[src/hdl/vpm_defines.svh]
`ifndef VPM_DEFINES_SVH
`define VPM_DEFINES_SVH

// ----------------------------------------
// register map
// ----------------------------------------
`define VPM_ADDR_W 12
`define VPM_ADDR_CTRL 12'h000
`define VPM_ADDR_STAT 12'h004
`define VPM_STAT_OBJ_LO 16
`define VPM_OBJ_W 4

// ----------------------------------------
// priority control fields
// ----------------------------------------
`define VPM_CTRL_W 7
`define VPM_CTRL_RST 7'h00
`define VPM_FIRST_SLOT_LO 0
`define VPM_SECOND_SLOT_LO 3
`define VPM_SLOT_W 3
`define VPM_ORDER_BIT 6
`define VPM_SLOT_BEHIND 3'h4

// ----------------------------------------
// pixel stream
// ----------------------------------------
`define VPM_SPRITES 8
`define VPM_PAIRS 4
`define VPM_COL_W 4
`define VPM_TRANSPARENT 4'h0
`define VPM_OBJ_FIRST 4'h8
`define VPM_OBJ_SECOND 4'h9
`define VPM_OBJ_NONE 4'hf
`define VPM_CNT_W 16

`endif

[src/hdl/vpm_pkg.sv]
`include "vpm_defines.svh"

package vpm_pkg;

  typedef struct packed {
    logic [`VPM_CTRL_W-1:0] ctrl;
    logic [31:0] prdata;
    logic pready;
    logic pslverr;
    logic out_valid;
    logic [3:0] out_obj;
    logic [`VPM_COL_W-1:0] out_col;
    logic [3:0] last_obj;
    logic [`VPM_CNT_W-1:0] pix_cnt;
  } vpm_state_t;

endpackage

[src/hdl/vpm_mixer.sv]
`timescale 1ns/1ns
`default_nettype none
`include "vpm_defines.svh"

module vpm_mixer
  import vpm_pkg::*;
#(
  parameter int SPR_W = `VPM_SPRITES * `VPM_COL_W
) (
  input wire logic clk_i,
  input wire logic reset_i,
  // apb slave
  input wire logic psel_i,
  input wire logic penable_i,
  input wire logic pwrite_i,
  input wire logic [`VPM_ADDR_W-1:0] paddr_i,
  input wire logic [31:0] pwdata_i,
  output logic [31:0] prdata_o,
  output logic pready_o,
  output logic pslverr_o,
  // pixel sources
  input wire logic pix_valid_i,
  output logic pix_ready_o,
  input wire logic [SPR_W-1:0] sprite_pix_i,
  input wire logic [`VPM_COL_W-1:0] first_playfield_i,
  input wire logic [`VPM_COL_W-1:0] second_playfield_i,
  // towards colour lookup
  output logic out_valid_o,
  input wire logic out_ready_i,
  output logic [3:0] out_obj_o,
  output logic [`VPM_COL_W-1:0] out_col_o
);

  localparam int BUF_W = SPR_W + 2 * `VPM_COL_W;

  // ----------------------------------------
  // priority resolution
  // ----------------------------------------
  // colour zero means no data at this position
  function automatic logic vpm_present(
    input logic [`VPM_COL_W-1:0] col
  );
    return col != `VPM_TRANSPARENT;
  endfunction

  // codes above 4 are undefined; they act as behind all pairs
  function automatic logic [`VPM_SLOT_W-1:0] vpm_slot(
    input logic [`VPM_SLOT_W-1:0] code
  );
    logic [`VPM_SLOT_W-1:0] res;
    res = code;
    if (code > `VPM_SLOT_BEHIND) begin
      res = `VPM_SLOT_BEHIND;
    end
    return res;
  endfunction

  // one sprite colour out of the packed sprite word
  function automatic logic [`VPM_COL_W-1:0] vpm_sprite_col(
    input logic [SPR_W-1:0] spr,
    input int idx
  );
    return spr[idx * `VPM_COL_W +: `VPM_COL_W];
  endfunction

  // {found, object id, colour} of one pair; even member first
  function automatic logic [8:0] vpm_pair(
    input logic [SPR_W-1:0] spr,
    input int pair
  );
    logic [`VPM_COL_W-1:0] lo;
    logic [`VPM_COL_W-1:0] hi;
    logic [8:0] res;
    lo = vpm_sprite_col(spr, 2 * pair);
    hi = vpm_sprite_col(spr, 2 * pair + 1);
    res = {1'b0, `VPM_OBJ_NONE, `VPM_TRANSPARENT};
    if (vpm_present(lo)) begin
      res = {1'b1, 4'(2 * pair), lo};
    end else if (vpm_present(hi)) begin
      res = {1'b1, 4'(2 * pair + 1), hi};
    end
    return res;
  endfunction

  // {present, object id, colour, slot} of the front playfield
  function automatic logic [11:0] vpm_front(
    input logic [`VPM_COL_W-1:0] pf1,
    input logic [`VPM_COL_W-1:0] pf2,
    input logic [`VPM_CTRL_W-1:0] ctrl
  );
    logic [11:0] res;
    res = {1'b0, `VPM_OBJ_NONE, `VPM_TRANSPARENT, `VPM_SLOT_BEHIND};
    // order bit alone decides between overlapping playfields
    if (vpm_present(pf1) && (!vpm_present(pf2) || !ctrl[`VPM_ORDER_BIT])) begin
      res = {1'b1, `VPM_OBJ_FIRST, pf1, ctrl[`VPM_FIRST_SLOT_LO +: `VPM_SLOT_W]};
    end else if (vpm_present(pf2)) begin
      res = {1'b1, `VPM_OBJ_SECOND, pf2, ctrl[`VPM_SECOND_SLOT_LO +: `VPM_SLOT_W]};
    end
    return res;
  endfunction

  // returns {object id, colour}; object 0..7 sprite, 8/9 playfields
  function automatic logic [7:0] vpm_pick(
    input logic [SPR_W-1:0] spr,
    input logic [`VPM_COL_W-1:0] pf1,
    input logic [`VPM_COL_W-1:0] pf2,
    input logic [`VPM_CTRL_W-1:0] ctrl
  );
    logic [11:0] front;
    logic [`VPM_SLOT_W-1:0] f_slot;
    logic [8:0] pair_res;
    logic [7:0] res;
    logic done;
    front = vpm_front(pf1, pf2, ctrl);
    f_slot = vpm_slot(front[2:0]);
    pair_res = {1'b0, `VPM_OBJ_NONE, `VPM_TRANSPARENT};
    res = {`VPM_OBJ_NONE, `VPM_TRANSPARENT};
    done = 1'b0;
    // five slots around four pairs: the loop runs one step past the last pair
    for (int p = 0; p <= `VPM_PAIRS; p++) begin
      // playfield sits just before pair p
      if (!done && front[11] && f_slot == p[`VPM_SLOT_W-1:0]) begin
        res = front[10:3];
        done = 1'b1;
      end
      if (p < `VPM_PAIRS) begin
        pair_res = vpm_pair(spr, p);
        // first pair with data covers all behind it
        if (!done && pair_res[8]) begin
          res = pair_res[7:0];
          done = 1'b1;
        end
      end
    end
    return res;
  endfunction

  // ----------------------------------------
  // register helpers
  // ----------------------------------------
  // address decode, shared by the read path and the error check
  function automatic logic vpm_is_ctrl(
    input logic [`VPM_ADDR_W-1:0] addr
  );
    return addr == `VPM_ADDR_CTRL;
  endfunction

  function automatic logic vpm_is_stat(
    input logic [`VPM_ADDR_W-1:0] addr
  );
    return addr == `VPM_ADDR_STAT;
  endfunction

  // status word: pixel count in the low half, last winner above it
  function automatic logic [31:0] vpm_status(
    input logic [`VPM_OBJ_W-1:0] last,
    input logic [`VPM_CNT_W-1:0] cnt
  );
    logic [31:0] res;
    res = 32'h0000_0000;
    res[`VPM_CNT_W-1:0] = cnt;
    res[`VPM_STAT_OBJ_LO +: `VPM_OBJ_W] = last;
    return res;
  endfunction

  // read word for an address; unknown addresses read zero
  function automatic logic [31:0] vpm_read_word(
    input logic [`VPM_ADDR_W-1:0] addr,
    input logic [`VPM_CTRL_W-1:0] ctrl,
    input logic [`VPM_OBJ_W-1:0] last,
    input logic [`VPM_CNT_W-1:0] cnt
  );
    logic [31:0] res;
    res = 32'h0000_0000;
    if (vpm_is_ctrl(addr)) begin
      res[`VPM_CTRL_W-1:0] = ctrl;
    end else if (vpm_is_stat(addr)) begin
      res = vpm_status(last, cnt);
    end
    return res;
  endfunction

  // only the defined control bits are kept; software holds the rest at zero
  function automatic logic [`VPM_CTRL_W-1:0] vpm_ctrl_word(
    input logic [31:0] wdata
  );
    return wdata[`VPM_CTRL_W-1:0];
  endfunction

  // ----------------------------------------
  // input buffer
  // ----------------------------------------
  logic buf_valid;
  logic buf_ready;
  logic [BUF_W-1:0] buf_data;

  // two entries let a stalled lookup hold its pixel without dropping the next
  vpm_buf #(
    .W(BUF_W)
  ) u_buf (
    .clk_i(clk_i),
    .reset_i(reset_i),
    .in_valid_i(pix_valid_i),
    .in_ready_o(pix_ready_o),
    .in_data_i({sprite_pix_i, first_playfield_i, second_playfield_i}),
    .out_valid_o(buf_valid),
    .out_ready_i(buf_ready),
    .out_data_o(buf_data)
  );

  // ----------------------------------------
  // state
  // ----------------------------------------
  vpm_state_t s_r;
  vpm_state_t s_nxt;
  logic [7:0] pick;
  logic setup;
  logic access;
  logic hit_ctrl;
  logic hit_stat;
  logic drain;
  logic take_pix;

  // output register refills in the cycle it drains, keeping full rate
  assign buf_ready = !s_r.out_valid || out_ready_i;
  assign prdata_o = s_r.prdata;
  assign pready_o = s_r.pready;
  assign pslverr_o = s_r.pslverr;
  assign out_valid_o = s_r.out_valid;
  assign out_obj_o = s_r.out_obj;
  assign out_col_o = s_r.out_col;

  always_comb begin
    s_nxt = s_r;
    pick = vpm_pick(buf_data[BUF_W-1 -: SPR_W],
                    buf_data[2 * `VPM_COL_W - 1 -: `VPM_COL_W],
                    buf_data[`VPM_COL_W - 1:0],
                    s_r.ctrl);
    setup = psel_i && !penable_i;
    access = psel_i && penable_i && s_r.pready;
    hit_ctrl = vpm_is_ctrl(paddr_i);
    hit_stat = vpm_is_stat(paddr_i);

    // ----------------------------------------
    // apb: no wait states, answer prepared in setup
    // ----------------------------------------
    // every transfer gets exactly one access cycle, so ready is never held low
    s_nxt.pready = setup;
    s_nxt.pslverr = setup && !hit_ctrl && !hit_stat;
    if (setup) begin
      s_nxt.prdata = vpm_read_word(paddr_i, s_r.ctrl, s_r.last_obj, s_r.pix_cnt);
    end
    // upper bits are dropped; software keeps them at zero
    if (access && pwrite_i && hit_ctrl) begin
      s_nxt.ctrl = vpm_ctrl_word(pwdata_i);
    end

    // ----------------------------------------
    // pixel output stage
    // ----------------------------------------
    // a pixel leaves when the lookup takes it; a new one may refill the same cycle
    drain = s_r.out_valid && out_ready_i;
    take_pix = buf_valid && buf_ready;
    if (drain) begin
      s_nxt.out_valid = 1'b0;
    end
    if (take_pix) begin
      s_nxt.out_valid = 1'b1;
      s_nxt.out_obj = pick[7:4];
      s_nxt.out_col = pick[3:0];
      s_nxt.last_obj = pick[7:4];
      s_nxt.pix_cnt = s_r.pix_cnt + `VPM_CNT_W'(1);
    end
  end

  always_ff @(posedge clk_i) begin
    if (reset_i) begin
      s_r <= '0;
      // no winner yet after reset; status reads object none
      s_r.ctrl <= `VPM_CTRL_RST;
      s_r.out_obj <= `VPM_OBJ_NONE;
      s_r.last_obj <= `VPM_OBJ_NONE;
    end else begin
      s_r <= s_nxt;
    end
  end

endmodule

`default_nettype wire

[src/hdl/vpm_buf.sv]
`timescale 1ns/1ns
`default_nettype none

// two-entry buffer; in_ready_o is registered so the source never sees a comb path
module vpm_buf #(
  parameter int W = 8
) (
  input wire logic clk_i,
  input wire logic reset_i,
  input wire logic in_valid_i,
  output logic in_ready_o,
  input wire logic [W-1:0] in_data_i,
  output logic out_valid_o,
  input wire logic out_ready_i,
  output logic [W-1:0] out_data_o
);

  typedef struct packed {
    logic [W-1:0] e0;
    logic [W-1:0] e1;
    logic [1:0] cnt;
    logic in_ready;
  } vpm_buf_t;

  vpm_buf_t s_r;
  vpm_buf_t s_nxt;
  logic push;
  logic pop;

  assign in_ready_o = s_r.in_ready;
  assign out_valid_o = (s_r.cnt != 2'h0);
  assign out_data_o = s_r.e0;

  always_comb begin
    s_nxt = s_r;
    push = in_valid_i && s_r.in_ready;
    pop = out_valid_o && out_ready_i;
    if (pop) begin
      s_nxt.e0 = s_r.e1;
    end
    case ({push, pop})
      2'b10: begin
        if (s_r.cnt == 2'h0) begin
          s_nxt.e0 = in_data_i;
        end else begin
          s_nxt.e1 = in_data_i;
        end
        s_nxt.cnt = s_r.cnt + 2'h1;
      end
      2'b01: begin
        s_nxt.cnt = s_r.cnt - 2'h1;
      end
      2'b11: begin
        // none left after the pop lands in e0, else the new word goes behind the one left
        if (s_r.cnt == 2'h1) begin
          s_nxt.e0 = in_data_i;
        end else begin
          s_nxt.e1 = in_data_i;
        end
      end
      default: begin
        s_nxt.cnt = s_r.cnt;
      end
    endcase
    s_nxt.in_ready = (s_nxt.cnt != 2'h2);
  end

  always_ff @(posedge clk_i) begin
    if (reset_i) begin
      s_r <= '0;
      s_r.in_ready <= 1'b1;
    end else begin
      s_r <= s_nxt;
    end
  end

endmodule

`default_nettype wire

[config.mk]
export PLATFORM = sky130hd
export DESIGN_NAME = vpm_mixer
export DESIGN_NICKNAME = d
export VERILOG_FILES = /design/src/hdl/vpm_pkg.sv /design/src/hdl/vpm_mixer.sv /design/src/hdl/vpm_buf.sv
export VERILOG_INCLUDE_DIRS = /design/src /design/src/hdl
export SDC_FILE = /design/constraint.sdc
export NUM_CORES = 1
export LEC_CHECK = 0
export BUFFER_PORTS_ARGS = -buffer_cell sky130_fd_sc_hd__buf_4
export CORE_MARGIN = 4
export CORE_UTILIZATION = 55
export CTS_CLUSTER_DIAMETER = 200
export DETAILED_ROUTE_END_ITERATION = 8
export GPL_ROUTABILITY_DRIVEN = 0
export PLACE_DENSITY = 0.79
export SYNTH_ARGS = -nofsm -noshare
export SYNTH_HDL_FRONTEND = slang
export SYNTH_SLANG_ARGS = --single-unit
[constraint.sdc]
create_clock -name clk_i -period 5.3 [get_ports clk_i]
set_clock_uncertainty 0.2 [all_clocks]
set_input_delay 0.265 -clock clk_i [delete_from_list [all_inputs] [get_ports clk_i]]
set_output_delay 0.265 -clock clk_i [all_outputs]
set_load 0.01 [all_outputs]
==> flow_summary.ini <==
[global_routing]
track_usage_pct = 26.46
grt_max_degree = 72
overflow = 0
grt_pass1_wl_mm = 28.61
grt_pass1_vias = 6104
antenna_found_initial = 1

[sta]
setup_viol_count_final = 0
fin_crit_sh_pct = 66.16
final_max_slew_viol_count = 0
fin_setup_tns_ps = 0
finalCriticalPeriod_ps = 3506
rsz0062_at_grt = no
final-hold-violation-count = 0
tightest_slew_ps = 1244
max_freq_mhz = 285.2
slew_headroom_pct = 16.60

[synth]
yosys.area_share.simple_pct = 22.02
synth_cell_types = 67
synth_area_um2 = 6471
ys_ff_latch = 137
synthXorXnorAreaFrac_pct = 1.895
seq_area_frac_synth_pct = 42.38
synth_flop_cell = dfxtp_1
yosysTopAreaCellShare_pct = 42.38
synth_compound_area_share_pct = 22.27
synthArstFlopShare_pct = 0
netlist_instances = 809
yosys.area.top_type = dfxtp_1
avgSynthCellArea_um2 = 7.999
synth_top_family_by_area = compound AO/OA/AOI/OAI gates
yosys.area_share.adder_pct = 1.160
synth_edf_count = 0
yosys_warnings = 0
synthMuxAreaShare_pct = 1.953
synthTopCellsByArea = dfxtp_1 (42%), nor2_1 (7.9%), a21oi_1 (7.8%), a22oi_1 (7.1%), nand2_1 (6.6%)

[cells_and_area]
syn_to_final_growth_pct = 25.62
finalNonFillerCells = 1061
fin_nets = 1001
drive_above_1_share_pct = 17.45

[die]
die_area_um2 = 13570
core-area_um2 = 11470
io_pins = 135
die_w_um = 116.5
row_count = 39
die_h_um = 116.5
initial_core_util_pct = 56.43

[drt]
wirelength_mm = 17.61
vias_per_cell = 5.900
detail_route.wl_per_cell_um = 16.60
drtAntennaViolNets = 0
drc = 0
vias = 6260
drtPass1Iterations = 7
drtIter0Drc = 693

[clock_network]
htreeDepth = 4
tritoncts = done
cts_buffer_depth = 2
clockRootBuffer = clkbuf_16
cts_resized = 0
cts_buffers = 17
path_clk_slew_ps = 60
clock_sinks = 137
clk_latency_ps = 430

[critical_path]
cp-start-kind = flip-flop
endpoint_kind = flip-flop
cp_data_required_time_ps = 5430
timing_worst_setup_path_type = reg -> reg
crit_fanout = 55
arrival_ps = 3640

[pwr]
ir_worst_vdd_v = 0.0002735
p_leak_uw = 0.003156
p_per_area_nw_per_um2 = 476.2

[placement]
dp_cells = 980
port_buffers = 97
dp_hpwl_mm = 10.98

[status]
outcome = complete, no violations

[min_path]
min_path_type = in -> reg

[job]
cap_violations = 0
-- kinds of logic (layout without fill, tap and decap cells) --
family / Yosys count / in the layout
buffers and inverters: 102 / 199
other: 1 / 13
and+or+nand+nor: 319 / 319
adders and majority gates: 6 / 6
xor gates and xnor gates: 14 / 14
muxes: 12 / 12
DFF: 137 / 137
AOI/OAI and AO/OA: 218 / 218
-- Yosys cell counts (7+ instances only) --
cell type  count
dfxtp_1      137
nor2_1       137
nand2_1      114
a21oi_1      101
a22oi_1       61
clkbuf_1      41
buf_4         40
inv_1         14
o21ai_0       13
nand3_1       11
nor4_1        11
mux2i_1       10
nor3_1         9
xnor2_1        7
xor2_1         7
-- worst paths after layout --
kind	startpoint	endpoint	slack (ps)	cells past startpoint
worst max-delay path	u_buf.s_r[1]$_SDFF_PP0_	u_buf.s_r[7]$_SDFFE_PP0P_	1790	14
worst min-delay path	paddr_i[5]	pslverr_o$_SDFF_PP0_	80	4
worst max register to register	u_buf.s_r[1]$_SDFF_PP0_	u_buf.s_r[7]$_SDFFE_PP0P_	1790	14
worst min register to register	s_r[1]$_SDFFE_PP0P_	s_r[1]$_SDFFE_PP0P_	290	2
-- routing by layer --
layer  track usage [%]  routed length, µm
met5                 0                  0
met4             10.67                382
met3             7.150               1158
met2             46.38               9016
met1             30.54               7049
-- cells in the final DEF (no fill, tap or decap), drive strengths merged, types with 5 or more instances in the layout --
cell type / netlist / routed
buf: 46 / 104
a31oi: 5 / 5
and2: 6 / 6
conb: 1 / 12
a21oi: 101 / 101
nand3: 11 / 11
inv: 15 / 15
clkinv: 0 / 7
xnor2: 7 / 7
dfxtp: 137 / 137
a2111oi: 5 / 5
ha: 6 / 6
xor2: 7 / 7
dlygate4sd3: 0 / 48
o21ai: 13 / 13
nand2: 114 / 114
nor4: 15 / 15
nor3: 10 / 10
mux2i: 10 / 10
a22oi: 61 / 61
nand4: 5 / 5
nor2: 137 / 137
clkbuf: 41 / 21
-- stage by stage --
step / hold slack (ps) / total power [µW] / cell area (µm²) / setup WS (ps) / util [%]
4_1_cts: 64.29 / 3834 / 8127 / 1848 / 70.87
6_report: 76.59 / 3871 / 8129 / 1794 / 70.89
3_3_place_gp: 280.6 / 2522 / 7022 / 2120 / 61.23
2_1_floorplan: 204.5 / 2241 / 6513 / 2699 / -
3_5_place_dp: 289.2 / 2573 / 7022 / 1923 / 61.23
5_1_grt: 78.10 / 4074 / 8129 / 1548 / 70.89
-- power breakdown --
part           switching, µW  total (µW)  internal, µW
registers                107        1270          1160
clock network            443        1230           788
logic                    892        1370           482
total                   1440        3870          2430
-- what timing repair did --
action / in CTS / in global routing
buffers inserted: 0 / 0
hold buffers: 48 / 0
endpoints found under the setup margin: 0 / 0
hold endpoints to repair: 87 / 0
-- layout make-up --
cell class                 count  area [µm²]
tap                          143       178.9
sequential                   137        2743
clock buffer                  21       480.5
clock inverter                11       143.9
timing repair buffer         152        1261
fill                         877        3338
multi-input combinational    581        3263
inverter                      15       56.30
antenna                        1       2.502
-- critical path, cell delays in order (launching register included) --
cell and delay (ps):
dfxtp_1 340, inv_1 70, ha_1 190, inv_1 100
nand2_1 70, buf_4 490, inv_2 90, ha_1 280
a22oi_1 280, nand2_1 120, buf_4 300, nor2_2 170
buf_4 400, a22oi_1 130, nor2_1 180
-- flip-flops by register name, indices dropped and copies added, names as in the netlist --
name / count
pready_o: 1
prdata_o: 20
pslverr_o: 1
u_buf.s_r: 42
out_col_o: 4
u_buf.in_ready_o: 1
u_buf.out_data_o: 40
out_valid_o: 1
s_r: 27
Power figures use the tool's default switching activity.
